## config.mk

```make
export PLATFORM = sky130hd
export DESIGN_NAME = ssl_latch_loader
export DESIGN_NICKNAME = d
export VERILOG_FILES = /design/src/design/ssl_pkg.sv /design/src/design/ssl_latch_loader.sv /design/src/design/ssl_sync.sv /design/src/design/ssl_shift.sv
export SDC_FILE = /design/constraint.sdc
export NUM_CORES = 1
export LEC_CHECK = 0
export BUFFER_PORTS_ARGS = -buffer_cell sky130_fd_sc_hd__buf_2
export CORE_MARGIN = 1
export CORE_UTILIZATION = 49
export DETAILED_ROUTE_END_ITERATION = 6
export PLACE_DENSITY = 0.81
export SYNTH_ARGS = -nofsm -noshare
export SYNTH_HDL_FRONTEND = slang
export SYNTH_SLANG_ARGS = --single-unit
```

## constraint.sdc

```tcl
create_clock -name pclk -period 1.8 [get_ports pclk]
set_input_delay 0.09 -clock pclk [delete_from_list [all_inputs] [get_ports pclk]]
set_output_delay 0.09 -clock pclk [all_outputs]
set_load 0.01 [all_outputs]
```

## src/design/ssl_pkg.sv

```systemverilog
// Shared constants for the synthesizer serial latch loader.
package ssl_pkg;

    // ----------------------------------------------------------------
    // Serial word layout
    // ----------------------------------------------------------------
    localparam int SSL_WORD_W     = 24;
    localparam int SSL_SEL_LSB    = 0;
    localparam int SSL_SEL_W      = 2;
    localparam int SSL_CLEAR_BIT  = 2;
    localparam int SSL_PWRDN1_BIT = 3;
    localparam int SSL_TRI_BIT    = 8;
    localparam int SSL_PWRDN2_BIT = 21;

    // Latch selection codes carried in the two low word bits.
    typedef enum logic [1:0] {
        SSL_SEL_REF  = 2'h0,
        SSL_SEL_FB   = 2'h1,
        SSL_SEL_FUNC = 2'h2,
        SSL_SEL_INIT = 2'h3
    } ssl_sel_t;

    // ----------------------------------------------------------------
    // Register map, byte addresses
    // ----------------------------------------------------------------
    localparam logic [7:0] SSL_OFS_CTRL   = 8'h00;
    localparam logic [7:0] SSL_OFS_STATUS = 8'h04;
    localparam logic [7:0] SSL_OFS_REF    = 8'h08;
    localparam logic [7:0] SSL_OFS_FB     = 8'h0C;
    localparam logic [7:0] SSL_OFS_FUNC   = 8'h10;
    localparam logic [7:0] SSL_OFS_WORD   = 8'h14;
    localparam logic [7:0] SSL_OFS_LOADS  = 8'h18;

    localparam int          SSL_CTRL_EN_BIT = 0;
    localparam logic        SSL_CTRL_RST    = 1'b1;
    localparam logic [23:0] SSL_LATCH_RST   = 24'h000000;

    // ----------------------------------------------------------------
    // Timing
    // ----------------------------------------------------------------
    localparam int SSL_PCLK_MHZ   = 250;
    localparam int SSL_SETTLE_NS  = 1000;
    localparam int SSL_SETTLE_CYC = SSL_SETTLE_NS * SSL_PCLK_MHZ / 1000;
    localparam int SSL_SETTLE_W   = 9;
    localparam int SSL_LOADS_W    = 16;

endpackage

```

## src/design/ssl_latch_loader.sv

```systemverilog
// Serial latch loader core: pin sampling, latch decode, reset pulse and power-down.
`timescale 1ns/1ps
module ssl_latch_loader
    import ssl_pkg::*;
#(
    parameter int WORD_W = SSL_WORD_W
)
(
    input  wire logic              pclk,
    input  wire logic              presetn,
    input  wire logic              psel,
    input  wire logic              penable,
    input  wire logic              pwrite,
    input  wire logic [7:0]        paddr,
    input  wire logic [31:0]       pwdata,
    output logic      [31:0]       prdata,
    output logic                   pready,
    output logic                   pslverr,
    input  wire logic              ser_clk,
    input  wire logic              ser_data,
    input  wire logic              load_strobe,
    input  wire logic              chip_enable,
    output logic                   charge_pump_hiz,
    output logic                   counter_hold,
    output logic                   counter_reset_pulse,
    output logic                   power_down,
    output logic                   bias_settled,
    output logic      [WORD_W-1:0] ref_latch,
    output logic      [WORD_W-1:0] fb_latch,
    output logic      [WORD_W-1:0] func_latch
);

    // ----------------------------------------------------------------
    // Pin sampling and edge detection
    // ----------------------------------------------------------------
    logic [3:0]        pins_s;
    logic              sclk_s;
    logic              sdat_s;
    logic              ls_s;
    logic              ce_s;
    logic              sclk_q;
    logic              sclk_d;
    logic              ls_q;
    logic              ls_d;
    logic              sclk_rise;
    logic              ls_rise;
    logic [WORD_W-1:0] word;

    ssl_sync #(
        .W (4)
    ) u_sync (
        .pclk    (pclk),
        .presetn (presetn),
        .d       ({ser_clk, ser_data, load_strobe, chip_enable}),
        .q       (pins_s)
    );

    // Synchronised copies of the four serial pins.
    assign sclk_s = pins_s[3];
    assign sdat_s = pins_s[2];
    assign ls_s   = pins_s[1];
    assign ce_s   = pins_s[0];

    // Previous samples of clock and strobe for edge finding.
    always_comb
    begin
        sclk_d = sclk_s;
        ls_d   = ls_s;
    end

    always_ff @(posedge pclk or negedge presetn)
    begin
        if (!presetn)
        begin
            sclk_q <= 1'b0;
            ls_q   <= 1'b0;
        end
        else
        begin
            sclk_q <= sclk_d;
            ls_q   <= ls_d;
        end
    end

    // ----------------------------------------------------------------
    // Control register and input shifter
    // ----------------------------------------------------------------
    logic ctrl_en_q;
    logic ctrl_en_d;
    logic serial_en;
    logic load_ev;
    logic upd_ref;
    logic upd_fb;
    logic upd_func;
    logic upd_init;
    logic apb_wr;
    ssl_sel_t sel;

    assign serial_en = ctrl_en_q;
    assign sclk_rise = sclk_s & ~sclk_q;
    assign ls_rise   = ls_s & ~ls_q;

    ssl_shift #(
        .W (WORD_W)
    ) u_shift (
        .pclk     (pclk),
        .presetn  (presetn),
        .shift_en (sclk_rise & serial_en),
        .sdata    (sdat_s),
        .word_q   (word)
    );

    // Strobe rise decodes the select bits of the collected word.
    always_comb
    begin
        sel     = ssl_sel_t'(word[SSL_SEL_LSB +: SSL_SEL_W]);
        load_ev = ls_rise & serial_en;
        upd_ref  = load_ev && (sel == SSL_SEL_REF);
        upd_fb   = load_ev && (sel == SSL_SEL_FB);
        upd_func = load_ev && (sel == SSL_SEL_FUNC);
        upd_init = load_ev && (sel == SSL_SEL_INIT);
    end

    // ----------------------------------------------------------------
    // Programmed latches, reset pulse and power-down
    // ----------------------------------------------------------------
    logic [WORD_W-1:0] ref_q;
    logic [WORD_W-1:0] ref_d;
    logic [WORD_W-1:0] fb_q;
    logic [WORD_W-1:0] fb_d;
    logic [WORD_W-1:0] func_q;
    logic [WORD_W-1:0] func_d;
    logic              armed_q;
    logic              armed_d;
    logic              pulse_q;
    logic              pulse_d;
    logic              spd_q;
    logic              spd_d;
    logic              pd_q;
    logic              pd_d;
    logic              hold_q;
    logic              hold_d;
    logic              hiz_q;
    logic              hiz_d;

    // Latches change only on a strobe event; power-down never clears them.
    always_comb
    begin
        ref_d   = ref_q;
        fb_d    = fb_q;
        func_d  = func_q;
        armed_d = armed_q;
        pulse_d = 1'b0;
        spd_d   = spd_q;
        if (upd_ref)
        begin
            ref_d = word;
        end
        if (upd_fb)
        begin
            fb_d = word;
            if (armed_q)
            begin
                pulse_d = 1'b1;
                armed_d = 1'b0;
            end
        end
        if (upd_func || upd_init)
        begin
            func_d = word;
        end
        if (upd_init)
        begin
            pulse_d = 1'b1;
            armed_d = 1'b1;
        end
        // Programmed power-down ends when bit three (PWRDN1) is written low or enable drops.
        if (!ce_s || ((upd_func || upd_init) && !word[SSL_PWRDN1_BIT]))
        begin
            spd_d = 1'b0;
        end
        // The set is placed last so it wins over a clear in the same cycle.
        if (pulse_q && ce_s && func_q[SSL_PWRDN1_BIT] && !func_q[SSL_PWRDN2_BIT])
        begin
            spd_d = 1'b1;
        end
        pd_d   = !ce_s || spd_d;
        hold_d = pulse_d || func_d[SSL_CLEAR_BIT] || pd_d;
        hiz_d  = hold_d || func_d[SSL_TRI_BIT];
    end

    always_ff @(posedge pclk or negedge presetn)
    begin
        if (!presetn)
        begin
            ref_q   <= SSL_LATCH_RST;
            fb_q    <= SSL_LATCH_RST;
            func_q  <= SSL_LATCH_RST;
            armed_q <= 1'b0;
            pulse_q <= 1'b0;
            spd_q   <= 1'b0;
            pd_q    <= 1'b1;
            hold_q  <= 1'b1;
            hiz_q   <= 1'b1;
        end
        else
        begin
            ref_q   <= ref_d;
            fb_q    <= fb_d;
            func_q  <= func_d;
            armed_q <= armed_d;
            pulse_q <= pulse_d;
            spd_q   <= spd_d;
            pd_q    <= pd_d;
            hold_q  <= hold_d;
            hiz_q   <= hiz_d;
        end
    end

    // ----------------------------------------------------------------
    // Bias settling timer and load counter
    // ----------------------------------------------------------------
    localparam logic [SSL_SETTLE_W-1:0] SETTLE_MAX = SSL_SETTLE_W'(SSL_SETTLE_CYC);

    logic [SSL_SETTLE_W-1:0] settle_q;
    logic [SSL_SETTLE_W-1:0] settle_d;
    logic [SSL_LOADS_W-1:0]  loads_q;
    logic [SSL_LOADS_W-1:0]  loads_d;

    // Settling restarts each time chip enable is low; loads wrap silently.
    always_comb
    begin
        settle_d = settle_q;
        loads_d  = loads_q;
        if (!ce_s)
        begin
            settle_d = '0;
        end
        else if (settle_q != SETTLE_MAX)
        begin
            settle_d = settle_q + SSL_SETTLE_W'(1);
        end
        if (load_ev)
        begin
            loads_d = loads_q + SSL_LOADS_W'(1);
        end
    end

    always_ff @(posedge pclk or negedge presetn)
    begin
        if (!presetn)
        begin
            settle_q <= '0;
            loads_q  <= '0;
        end
        else
        begin
            settle_q <= settle_d;
            loads_q  <= loads_d;
        end
    end

    // ----------------------------------------------------------------
    // APB slave
    // ----------------------------------------------------------------
    logic        mapped;
    logic [31:0] rdata_d;
    logic [31:0] prdata_q;

    // Read data is captured in the setup phase and stands through access.
    always_comb
    begin
        mapped  = 1'b1;
        rdata_d = prdata_q;
        apb_wr  = psel && penable && pwrite;
        unique case (paddr)
            SSL_OFS_CTRL:   rdata_d = {31'h0, ctrl_en_q};
            SSL_OFS_STATUS: rdata_d = {25'h0, ce_s, bias_settled, hold_q, hiz_q,
                                       armed_q, spd_q, pd_q};
            SSL_OFS_REF:    rdata_d = {8'h0, ref_q};
            SSL_OFS_FB:     rdata_d = {8'h0, fb_q};
            SSL_OFS_FUNC:   rdata_d = {8'h0, func_q};
            SSL_OFS_WORD:   rdata_d = {8'h0, word};
            SSL_OFS_LOADS:  rdata_d = {16'h0, loads_q};
            default:
            begin
                mapped  = 1'b0;
                rdata_d = 32'h00000000;
            end
        endcase
        ctrl_en_d = ctrl_en_q;
        if (apb_wr && paddr == SSL_OFS_CTRL)
        begin
            ctrl_en_d = pwdata[SSL_CTRL_EN_BIT];
        end
    end

    always_ff @(posedge pclk or negedge presetn)
    begin
        if (!presetn)
        begin
            ctrl_en_q <= SSL_CTRL_RST;
            prdata_q  <= 32'h00000000;
        end
        else
        begin
            ctrl_en_q <= ctrl_en_d;
            if (psel && !penable)
            begin
                prdata_q <= rdata_d;
            end
        end
    end

    // Outputs: zero wait states, error on unmapped addresses.
    assign pready              = 1'b1;
    assign pslverr             = psel && penable && !mapped;
    assign prdata              = prdata_q;
    assign charge_pump_hiz     = hiz_q;
    assign counter_hold        = hold_q;
    assign counter_reset_pulse = pulse_q;
    assign power_down          = pd_q;
    assign bias_settled        = (settle_q == SETTLE_MAX);
    assign ref_latch           = ref_q;
    assign fb_latch            = fb_q;
    assign func_latch          = func_q;
endmodule

```

## src/design/ssl_sync.sv

```systemverilog
// Two-flop synchroniser for the serial pins.
`timescale 1ns/1ps
module ssl_sync
    import ssl_pkg::*;
#(
    parameter int W = 4
)
(
    input  wire logic         pclk,
    input  wire logic         presetn,
    input  wire logic [W-1:0] d,
    output logic      [W-1:0] q
);

    logic [W-1:0] meta_q;
    logic [W-1:0] meta_d;
    logic [W-1:0] q_d;

    // First stage feeds only the second stage.
    always_comb
    begin
        meta_d = d;
        q_d    = meta_q;
    end

    always_ff @(posedge pclk or negedge presetn)
    begin
        if (!presetn)
        begin
            meta_q <= '0;
            q      <= '0;
        end
        else
        begin
            meta_q <= meta_d;
            q      <= q_d;
        end
    end

endmodule

```

## src/design/ssl_shift.sv

```systemverilog
// Input shift register that collects serial data most significant bit first.
`timescale 1ns/1ps
module ssl_shift
    import ssl_pkg::*;
#(
    parameter int W = SSL_WORD_W
)
(
    input  wire logic         pclk,
    input  wire logic         presetn,
    input  wire logic         shift_en,
    input  wire logic         sdata,
    output logic      [W-1:0] word_q
);

    logic [W-1:0] word_d;

    // New bits enter at the bottom so the select bits arrive last.
    always_comb
    begin
        word_d = word_q;
        if (shift_en)
        begin
            word_d = {word_q[W-2:0], sdata};
        end
    end

    always_ff @(posedge pclk or negedge presetn)
    begin
        if (!presetn)
        begin
            word_q <= '0;
        end
        else
        begin
            word_q <= word_d;
        end
    end

endmodule

```

==> summary.md, run 1 <==
| Metric | Value |
|---|---|
| Number of global-route vias before repair | `around 5300` |
| Worst Path Required | `between 2 and 2.5 ns` |
| Final wirelength | `around 19000 µm` |
| P_int | `6.16 mW` |
| Hold crit path type | `input port to flip-flop` |
| Avg Cell Area, Syn | `12.7 µm²` |
| # DRC | `0` |
| Max_slew headroom | `0.313` |
| PwrDens | `875 nW/µm²` |
| Outcome | `finished with violations` |
| Area contributors post-synth | `dfrtp_1, mux2_2, mux2i_1` |
| Logic pwr share | `0.043` |
| Rows | `43` |
| Share of post-route cells with drive strength above 1 | `0.399` |
| I/O Buffers | `119` |
| RR Startpoint | `ctrl_en_q$_DFFE_PN1P_` |
| Crit path time final | `~1.8 ns` |
| Crit start category | `flip-flop` |
| Clk network pwr share | `0.481` |
| Final worst setup slack | `-0.0164 ns` |
| Total Power | `7.77 mW` |
| Post-Layout Inst Area | `around 8900 µm²` |
| Post-Syn Area | `7190 µm²` |
| Setup WS pre-CTS | `roughly 0.028 ns` |
| Post-DRT Antenna Nets | `0` |
| Leak | `4.63 nW` |
| Top-count cell post-synth | `dfrtp_1` |
| Synth Register Bits | `162` |
| Area share of the largest cell type after synthesis | `0.550` |
| CP Data Arrival Time | `2.17 ns` |
| Ys async rst share | `1.00` |
| Post-synth top cells | `dfrtp_1, mux2_2, nand2_1` |
| Final Skew | `between 0.007 and 0.008 ns` |
| Total Routing Usage GR | `0.259` |
| Critical path class | `flip-flop to flip-flop` |
| # setup viols final | `1` |
| # nets final | `just under 800` |
| Max-slew violation count | `0` |
| Area post-placement | `between 8000 and 9000 µm²` |
| Dpl hpwl | `approximately 13000 µm` |
| Wirelength per Cell | `between 20 and 25 µm` |
| Die H | `approximately 120 µm` |
| Die width | `between 100 and 150 µm` |
| Largest net degree at the start of global routing | `between 50 and 60` |
| Failing checks | `setup timing` |
| Clk pin slew, worst setup/hold paths | `0.06 ns` |
| Synth Warn # | `0` |
| Main synth FF type | `dfrtp_1` |
| Mapped Cells | `around 570` |
| RR Endpoint | `charge_pump_hiz$_DFF_PN1_` |
| Reg-to-reg setup timing slack | `-0.02 ns` |
| Area grow syn2layout | `23.3%` |
| Initial antenna violation count | `1` |
| Num CTS Buffers | `17` |
| Crit path to | `charge_pump_hiz$_DFF_PN1_` |
| Cell variety after synth | `52` |
| Worst-margin pin slew | `about 1.0 ns` |
| Drt initial violations | `416` |
| Critical Path End Type | `flip-flop` |
| Crit path max fanout | `4` |
| Top cell type by total area after synthesis | `dfrtp_1` |
| Clock buffer depth | `2` |
| Root Buffer | `clkbuf_16` |
| GPL Wtd Cong | `between 0.8 and 0.9` |
| Post-synth EDFFs | `0` |
| Post-route clock period utilization | `1.01` |
| Clock sink count | `162` |
| IO Count | `between 150 and 200` |
| Grt ovf | `0` |
| Sw frac | `0.207` |
| CTS tree | `done` |
| Die area | `15200 µm²` |
| Register area share after synthesis | `0.564` |
| Max-cap check violation count | `0` |
| R2R cell count | `6` |
| Inserted Diodes | `0` |
| First-pass GRT wire length | `a little under 30000 µm` |
| DR vias | `5325` |
| Worst vdd ir | `between 600 and 700 µV` |
| Worst-Skew Late Latency | `approximately 0.42 ns` |
| Worst Setup SP | `ctrl_en_q$_DFFE_PN1P_` |
| Final hold viol count | `0` |
| Placeable Area | `roughly 14000 µm²` |
| Flop pwr share | `0.476` |
| P_sw | `approximately 1.6 mW` |
| Initial Utilization | `0.510` |
| Max Freq | `551 MHz` |
| Vias per inst | `a little under 6` |
| Util after Layout | `0.630` |
| H-tree Lvls | `4` |
| Pre-antenna DRT Iters | `5` |
## power groups by stage
stage / registers, mW / logic, mW / clock network [mW]
2_1_floorplan: 3.75 / 0.148 / 0
3_3_place_gp: 3.76 / 0.304 / 0
3_5_place_dp: 3.76 / 0.315 / 0
4_1_cts: 3.70 / 0.327 / 3.77
5_1_grt: 3.70 / 0.370 / 3.90
6_report: 3.70 / 0.336 / 3.73
## through the flow
| step | std cells | hold WS (ns) | TNS [ns] |
|---|---|---|---|
| after global routing | 907 | 0.140 | -0.0604 |
| after detailed placement | 866 | 0.110 | 0 |
| after CTS | 903 | 0.110 | 0 |
| after global placement | 866 | 0.104 | 0 |
| after floorplan | 573 | -0.206 | 0 |
| final | 907 | 0.119 | -0.0164 |
## worst min-delay path by stage
stage / from / end / slack, ns / cells past startpoint
global placement: presetn / func_latch[17]$_DFFE_PN0N_ / 0.10 / 1
global route: pwrite / ctrl_en_q$_DFFE_PN1P_ / 0.14 / 4
finish: pwrite / ctrl_en_q$_DFFE_PN1P_ / 0.12 / 4
CTS: pwrite / ctrl_en_q$_DFFE_PN1P_ / 0.11 / 4
floorplan: presetn / armed_q$_DFFE_PN0P_ / -0.21 / 0
detailed placement: presetn / ref_latch[17]$_DFFE_PN0P_ / 0.11 / 1
## layer usage
layer  track usage  up-vias  routed length, µm
met4         0.106        2                458
met1         0.327     2701               7620
met5             0        -                 13
met3        0.0743       48               1410
li1              -     2320                  -
met2         0.418      254               9080
## logic make-up after synthesis
logic type / synth area share
mux: 0.201
compound gates: 0.0896
flops: 0.564
simple gates: 0.0819
buf+inv: 0.0337
fa+ha+maj: 0.00522
other cells: 0.00104
xor+xnor: 0.0231
## repair_timing
item	in CTS	in global routing
hold endpoints to repair	56	0
endpoints found under the setup margin	1	35
gates cloned	0	1
setup buffers	2	4
gates resized for setup	0	10
pin swaps	0	4
hold buffers	6	0
## layout by cell type, fill, tap and decap left out, types with 4 or more instances in the layout
cell,synthesis,routed
clkbuf_16,0,17
nand3_1,11,11
a21oi_1,16,16
buf_4,10,31
a221oi_1,4,4
and2_1,6,6
mux2_4,18,18
nor2_1,16,16
dlygate4sd3_1,0,6
nand2_1,34,34
mux2_2,77,77
buf_6,2,6
inv_1,5,5
a22o_1,12,12
clkbuf_1,10,4
and3_1,8,8
conb_1,2,9
nand2b_1,5,5
o22ai_1,17,17
bufinv_16,0,4
xnor2_1,15,15
nand4_1,8,8
a22oi_1,11,11
mux2i_1,31,31
nor2b_1,5,5
dfstp_2,4,4
dfrtp_1,158,158
buf_2,16,119
o21ai_0,20,20
xor2_1,4,4
## flip-flops by register name (all words and copies together) (netlist names), 9 cells and up
name / cells
fb_latch: 24
func_latch: 24
loads_q: 16
prdata: 24
ref_latch: 24
settle_q: 9
u_shift.word_q: 24
## worst max-delay path, stage by stage, from the launching register on
cell	delay, ns
dfstp_2	0.56
buf_6	0.11
nand4b_1	0.19
nor2_1	0.17
a21oi_1	0.07
or3_4	0.41
or2_4	0.23
## cell type report
class / count / area [µm²]
fillers: 1088 / 5220
clock inverters: 6 / 130
repair buffers: 165 / 1020
flip-flops and latches: 162 / 4060
clock buffers: 23 / 468
well taps: 180 / 225
multi-input cells: 366 / 2960
inverters: 5 / 18.8
Power figures use the tool's default switching activity.
==> run 2, diff against run 1 <==
--- a/config.mk
+++ b/config.mk
@@ -6,10 +6,10 @@
 export NUM_CORES = 1
 export LEC_CHECK = 0
 export BUFFER_PORTS_ARGS = -buffer_cell sky130_fd_sc_hd__buf_2
-export CORE_MARGIN = 1
-export CORE_UTILIZATION = 49
+export CORE_UTILIZATION = 50
 export DETAILED_ROUTE_END_ITERATION = 6
-export PLACE_DENSITY = 0.81
+export GPL_ROUTABILITY_DRIVEN = 0
+export PLACE_DENSITY = 0.8
 export SYNTH_ARGS = -nofsm -noshare
 export SYNTH_HDL_FRONTEND = slang
 export SYNTH_SLANG_ARGS = --single-unit
==> constraint.sdc (replaced) <==
create_clock -name pclk -period 2.4 [get_ports pclk]
set_input_delay 0.12 -clock pclk [delete_from_list [all_inputs] [get_ports pclk]]
set_output_delay 0.12 -clock pclk [all_outputs]
set_load 0.01 [all_outputs]
==> run 2 against run 1 <==
The flow now finishes without violations. First-iteration DRC count decreased by 17%. Critical path type is now flip-flop to output pin. Routed wire length fell by 6.0%. Final area shrank 3.5%. Critical path depth unchanged. Die area decreased by 2.0%. Largest cell class unchanged. Clock power decreased by 34%. Register-to-register slack improved by 0.53 ns. Sequential power is 25% lower. Combinational power fell by 34%.
==> summary.md, run 2 (same netlist as run 1, synthesis figures left out) <==
| Metric | Value |
|---|---|
| Hold Startpoint | `paddr[1] (was pwrite)` |
| Setup TNS | `0 ns (was -0.0164 ns)` |
| Largest net degree at the start of global routing | `71 (was 59)` |
| Max_slew headroom | `0.546 (was 0.313)` |
| Clk network pwr share | `0.451 (was 0.481)` |
| RSZ-0062 raised after global routing | `false` |
| Num CTS Buffers | `17 (unchanged)` |
| Sw frac | `0.217 (was 0.207)` |
| DR vias | `5132 (was 5325)` |
| Crit start category | `flip-flop (unchanged)` |
| Clk pin slew, worst setup/hold paths | `0.06 ns (about the same)` |
| Logic pwr share | `0.041 (was 0.043)` |
| Die H | `122 µm (was 123 µm)` |
| Number of global-route vias before repair | `5216 (was 5346)` |
| RR Startpoint | `ctrl_en_q$_DFFE_PN1P_ (unchanged)` |
| Max-slew violation count | `0 (unchanged)` |
| Vias per inst | `5.81 (was 5.87)` |
| Post_cts resized | `0 (unchanged)` |
| Area grow syn2layout | `19.0% (was 23.3%)` |
| Max-cap check violation count | `0 (unchanged)` |
| Worst-margin pin slew | `0.676 ns (was 1.03 ns)` |
| Crit path time final | `slightly below 2 ns` |
| Final wirelength | `17500 µm (was 18600 µm)` |
| Critical path class | `flip-flop to output pin (was flip-flop to flip-flop)` |
| WL met2 | `8510 µm (was 9080 µm)` |
| Root Buffer | `clkbuf_16 (unchanged)` |
| Flop pwr share | `0.508 (was 0.476)` |
| Hold crit path type | `input port to flip-flop (unchanged)` |
| H-tree Lvls | `4 (unchanged)` |
| # setup viols final | `0 (was 1)` |
| Dpl hpwl | `12000 µm (was 12700 µm)` |
| Leak | `4.46 nW (was 4.63 nW)` |
| Post-CTS Setup Inserts | `0 (was 2)` |
| Bufs and invs on worst path | `3 (was 1)` |
| Initial Utilization | `0.516 (was 0.510)` |
| Met3 WL | `1430 µm (was 1410 µm)` |
| P_int | `4.27 mW (was 6.16 mW)` |
| Dpl cells | `850 (was 866)` |
| Crit-path leading delay family | `simple AND/OR/NAND/NOR gates (unchanged)` |
| CP Data Arrival Time | `1.80 ns (was 2.17 ns)` |
| Initial antenna violation count | `0 (was 1)` |
| Post-DRT Antenna Nets | `0 (unchanged)` |
| PwrDens | `637 nW/µm² (was 875 nW/µm²)` |
| Inserted Diodes | `0 (unchanged)` |
| Worst vdd ir | `494 µV (was 650 µV)` |
| Final worst setup slack | `0.475 ns (was -0.0164 ns)` |
| Non-Filler Instances | `884 (was 907)` |
| Top layer in use | `met4 (was met5)` |
| Leading cell types in the layout, fill and taps excluded | `dfrtp_1, buf_2, mux2_2 (unchanged)` |
| Setup WS pre-CTS | `0.527 ns (was 0.0279 ns)` |
| Clock buffer depth | `2 (unchanged)` |
| First-pass GRT wire length | `27900 µm (was 29000 µm)` |
| CTS tree | `done (unchanged)` |
| IO Count | `160 (unchanged)` |
| Max Freq | `about 520 MHz` |
| Final Skew | `0.00831 ns (was 0.00759 ns)` |
| Crit-path slowest cell | `dfrtp_1 (was dfstp_2)` |
| Wl on met1 | `7260 µm (was 7620 µm)` |
| Clock sink count | `162 (unchanged)` |
| Placeable Area | `13900 µm² (was 14100 µm²)` |
| Rows | `43 (unchanged)` |
| Critical Path End Type | `output pin (was flip-flop)` |
| Worst Setup SP | `settle_q[0]$_DFFE_PN0P_ (was ctrl_en_q$_DFFE_PN1P_)` |
| I/O Buffers | `119 (unchanged)` |
| # nets final | `747 (was 769)` |
| Critical Path Max Stage Delay | `0.42 ns (was 0.56 ns)` |
| Wirelength per Cell | `19.8 µm (was 20.5 µm)` |
| Die area | `14900 µm² (was 15200 µm²)` |
| Outcome | `complete, no violations (was finished with violations)` |
| # DRC | `0 (unchanged)` |
| Crit path max fanout | `6 (was 4)` |
| Share of post-route cells with drive strength above 1 | `0.378 (was 0.399)` |
| CP cell instances | `inv_1 -> ha_1 -> nor4bb_1 -> nand2b_1 -> inv_1 -> buf_2 (was buf_6 -> nand4b_1 -> nor2_1 -> a21oi_1 -> or3_4 -> or2_4)` |
| Most common cell after layout, fill and taps aside | `dfrtp_1 (unchanged)` |
| Total Routing Usage GR | `0.251 (was 0.259)` |
| Most frequent CP cell | `inv_1` |
| P_sw | `1.18 mW (was 1.61 mW)` |
| Final hold viol count | `0 (unchanged)` |
| Post-route clock period utilization | `0.802` |
| Pre-antenna DRT Iters | `6 (was 5)` |
| Grt ovf | `0 (unchanged)` |
| Drt initial violations | `346 (was 416)` |
| Die width | `122 µm (was 123 µm)` |
| Worst Path Required | `2.28 ns (was 2.15 ns)` |
| Worst-Skew Late Latency | `0.42 ns (about the same)` |
[run 2: tightest hold or removal path: cells and delay by family]
| family | cells | cell delay [ns] |
|---|---|---|
| compound gates | 2 | 0.27 |
| simple gates | 1 | 0.10 |
| buf+inv | 1 | 0.09 |
[run 2: power groups by stage]
| stage | combinational, mW | clock [mW] | sequential (mW) |
|---|---|---|---|
| finish | 0.221 | 2.46 | 2.77 |
| detailed placement | 0.215 | 0 | 2.82 |
| floorplan | 0.111 | 0 | 2.82 |
| CTS | 0.223 | 2.50 | 2.77 |
| global placement | 0.209 | 0 | 2.82 |
| global route | 0.245 | 2.60 | 2.77 |
[run 2: final timing paths]
path                            depth (start not counted)                       end  slack (ns)
worst max-delay path                                    6              bias_settled        0.48
worst min-delay path                                    4     prdata[0]$_DFFE_PN0P_        0.21
worst max register to register                          4  fb_latch[13]$_DFFE_PN0P_        0.51
worst min register to register                          0     u_sync.q[3]$_DFF_PN0_        0.35
max in group asynchronous                               3    counter_hold$_DFF_PN1_        1.25
min in group asynchronous                               2  fb_latch[17]$_DFFE_PN0P_        0.26
[run 2: area by class of cell]
| class | count | area [µm²] |
|---|---|---|
| well taps | 180 | 225 |
| clock inverters | 6 | 60.1 |
| inverters | 5 | 18.8 |
| clock buffers | 22 | 464 |
| multi-input cells | 366 | 2930 |
| fillers | 1109 | 5370 |
| flip-flops and latches | 162 | 4060 |
| repair buffers | 143 | 810 |
[run 2: per-layer routing]
layer | track usage | vias up
li1 | - | 2289
met1 | 0.330 | 2606
met2 | 0.398 | 215
met3 | 0.0735 | 22
met4 | 0.0833 | 0
met5 | 0 | -
[run 2: what timing repair did]
item                                   in CTS  in global routing
hold buffers                                6                  0
setup endpoints to repair                   0                  0
endpoints found under the hold margin      71                  0
[run 2: per-stage QoR]
step | instance area [µm²] | hold slack, ns | util | total power [mW]
final | 8560 | 0.206 | 0.614 | 5.46
after global routing | 8560 | 0.216 | 0.614 | 5.62
after CTS | 8560 | 0.181 | 0.614 | 5.49
after detailed placement | 7980 | 0.173 | 0.573 | 3.04
after global placement | 7980 | 0.158 | 0.573 | 3.03
after floorplan | 7220 | -0.176 | - | 2.93
==> run 3, diff against run 2 <==
==> constraint.sdc (replaced) <==
create_clock -name pclk -period 1.94 [get_ports pclk]
set_input_delay 0.097 -clock pclk [delete_from_list [all_inputs] [get_ports pclk]]
set_output_delay 0.097 -clock pclk [all_outputs]
set_load 0.01 [all_outputs]
==> run 3 against run 2 <==
Clock skew is essentially flat. Critical path type is now flip-flop to flip-flop. Worst hold slack worse by 0.056 ns. Total power grew 36%. Die area unchanged. Combinational power rose by 31%. Flip-flop and latch count unchanged. Critical path depth fell by 2. Sequential power increased by 24%. First-iteration DRC count grew 12%. Via count up 0.55%. Routed wire length up 1.3%. Count of clock-buffer cells in the layout unchanged. Critical endpoint is now fb_latch[16]$_DFFE_PN0P_.
==> summary.md, run 3 (same netlist as run 1, synthesis figures left out) <==
| Metric | Value |
|---|---|
| Outcome | `complete, no violations (unchanged)` |
| DR vias | `5160 (was 5132)` |
| Most common cell after layout, fill and taps aside | `dfrtp_1 (unchanged)` |
| Die width | `122 µm (unchanged)` |
| Clock buffer depth | `2 (unchanged)` |
| Drt initial violations | `387 (was 346)` |
| Final Skew | `0.00838 ns (was 0.00831 ns)` |
| Pre-antenna DRT Iters | `5 (was 6)` |
| Min-Delay Path Depth | `4 (unchanged)` |
| Vias per inst | `5.75 (was 5.81)` |
| # DRC | `0 (unchanged)` |
| Worst Path Required | `2.25 ns (was 2.28 ns)` |
| Worst vdd ir | `612 µV (was 494 µV)` |
| Placeable Area | `13900 µm² (unchanged)` |
| Hold Startpoint | `pwrite (was paddr[1])` |
| Max-cap check violation count | `0 (unchanged)` |
| Critical Path Max Stage Delay | `0.58 ns (was 0.42 ns)` |
| I/O Buffers | `119 (unchanged)` |
| Final hold viol count | `0 (unchanged)` |
| Die area | `14900 µm² (unchanged)` |
| H-tree Lvls | `4 (unchanged)` |
| Wirelength per Cell | `19.7 µm (was 19.8 µm)` |
| Share of post-route cells with drive strength above 1 | `0.393 (was 0.378)` |
| RR Startpoint | `ctrl_en_q$_DFFE_PN1P_ (unchanged)` |
| Number of global-route vias before repair | `5313 (was 5216)` |
| Crit start category | `flip-flop (unchanged)` |
| IO Count | `160 (unchanged)` |
| Util after Layout | `0.631 (was 0.614)` |
| RR Endpoint | `fb_latch[16]$_DFFE_PN0P_ (was fb_latch[13]$_DFFE_PN0P_)` |
| Max-slew violation count | `0 (unchanged)` |
| Max Freq | `about 550 MHz` |
| Clock sink count | `162 (unchanged)` |
| Reg-to-reg setup timing slack | `0.12 ns (was 0.51 ns)` |
| Root Buffer | `clkbuf_16 (unchanged)` |
| Crit path max fanout | `15 (was 6)` |
| Clk pin slew, worst setup/hold paths | `0.06 ns (about the same)` |
| Crit-path slowest cell | `dfstp_2 (was dfrtp_1)` |
| Num CTS Buffers | `17 (unchanged)` |
| WHS Endpoint | `ctrl_en_q$_DFFE_PN1P_ (was prdata[0]$_DFFE_PN0P_)` |
| # nets final | `757 (was 747)` |
| Critical Path End Type | `flip-flop (was output pin)` |
| First-pass GRT wire length | `28100 µm (was 27900 µm)` |
| Post-CTS Setup Inserts | `0 (unchanged)` |
| PwrDens | `846 nW/µm² (was 637 nW/µm²)` |
| R2R cell count | `4 (unchanged)` |
| CP Data Arrival Time | `2.13 ns (was 1.80 ns)` |
| Dpl hpwl | `12300 µm (was 12000 µm)` |
| Initial antenna violation count | `0 (unchanged)` |
| Worst-margin pin slew | `1.01 ns (was 0.676 ns)` |
| Critical path class | `flip-flop to flip-flop (was flip-flop to output pin)` |
| Worst-Skew Late Latency | `0.43 ns (was 0.42 ns)` |
| Leading cell types in the layout, fill and taps excluded | `dfrtp_1, buf_2, mux2_2 (unchanged)` |
| Post-route clock period utilization | `0.940` |
| Max_slew headroom | `0.324 (was 0.546)` |
| Crit path time final | `1.82 ns` |
| # setup viols final | `0 (unchanged)` |
| Die H | `122 µm (unchanged)` |
| Initial Utilization | `0.516 (unchanged)` |
| Final wirelength | `17700 µm (was 17500 µm)` |
| Leak | `4.58 nW (was 4.46 nW)` |
| Total Routing Usage GR | `0.253 (was 0.251)` |
| RSZ-0062 raised after global routing | `false (unchanged)` |
| Setup TNS | `0 ns (unchanged)` |
| Hold crit path type | `input port to flip-flop (unchanged)` |
| CP cell instances | `nand3b_2 -> or3_1 -> buf_4 -> mux2_4 (was inv_1 -> ha_1 -> nor4bb_1 -> nand2b_1 -> inv_1 -> buf_2)` |
| Grt ovf | `0 (unchanged)` |
| Post-DRT Antenna Nets | `0 (unchanged)` |
| Area grow syn2layout | `22.1% (was 19.0%)` |
| Rows | `43 (unchanged)` |
| Largest net degree at the start of global routing | `57 (was 71)` |
| Inserted Diodes | `0 (unchanged)` |
| CTS tree | `done (unchanged)` |
==> run 3: changes by cell type in the layout (fill, tap and decap cells not counted), sizes merged <==
cell      previous run  this run
clkinvlp             2         1
buf                137       147
bufinv               1         5
clkinv               3         4
==> run 3: layer usage <==
| layer | vias to the layer above | GRT usage | part of all wire |
|---|---|---|---|
| li1 | 2315 | - | - |
| met1 | 2630 | 0.324 | 0.42 |
| met2 | 195 | 0.414 | 0.50 |
| met3 | 20 | 0.0744 | 0.066 |
| met4 | 0 | 0.0779 | 0.015 |
| met5 | - | 0 | 0 |
==> run 3: worst max path at each step <==
stage,from,cells after the start,end,slack [ns]
2_1_floorplan,ctrl_en_q$_DFFE_PN1P_,5,fb_latch[10]$_DFFE_PN0P_,0.22
6_report,ctrl_en_q$_DFFE_PN1P_,4,fb_latch[16]$_DFFE_PN0P_,0.12
4_1_cts,settle_q[0]$_DFFE_PN0P_,6,bias_settled,0.10
3_5_place_dp,ctrl_en_q$_DFFE_PN1P_,4,fb_latch[16]$_DFFE_PN0P_,0.13
5_1_grt,settle_q[0]$_DFFE_PN0P_,6,bias_settled,0.005
3_3_place_gp,ctrl_en_q$_DFFE_PN1P_,4,fb_latch[12]$_DFFE_PN0P_,0.17
==> run 3: final cells by class <==
class	count	area (µm²)
Fill cell	1046	5150
Sequential cell	162	4060
Multi-Input combinational cell	366	2930
Timing Repair Buffer	153	897
Clock buffer	22	484
Tap cell	180	225
Clock inverter	10	178
Inverter	5	18.8
==> run 3: what timing repair did <==
item / in CTS / in global routing
endpoints found under the hold margin: 58 / 0
gates resized for setup: 0 / 0
hold buffers: 6 / 0
==> run 3: critical path, delay by kind of cell (launching register included) <==
kind | cells | cell delay (ns)
flops | 1 | 0.58
simple gates | 2 | 0.53
mux | 1 | 0.33
buf+inv | 1 | 0.25
==> run 3: power by group <==
| part | leakage, nW | switching [mW] | internal (mW) | total [mW] |
|---|---|---|---|---|
| Sequential | 2.22 | 0.0217 | 3.41 | 3.43 |
| Clock | 0.326 | 1.30 | 2.41 | 3.71 |
| Combinational | 2.03 | 0.192 | 0.0975 | 0.290 |
| Total | 4.58 | 1.52 | 5.91 | 7.43 |
==> run 3: through the flow <==
| stage | setup slack (ns) | hold WS (ns) | total power, mW | cells | instance area [µm²] |
|---|---|---|---|---|---|
| 5_1_grt | 0.00487 | 0.151 | 7.63 | 898 | 8790 |
| 2_1_floorplan | 0.223 | -0.199 | 3.62 | 573 | 7220 |
| 3_5_place_dp | 0.131 | 0.0853 | 3.77 | 860 | 8070 |
| 3_3_place_gp | 0.173 | 0.0800 | 3.76 | 860 | 8070 |
| 6_report | 0.116 | 0.150 | 7.43 | 898 | 8790 |
| 4_1_cts | 0.102 | 0.132 | 7.47 | 898 | 8790 |
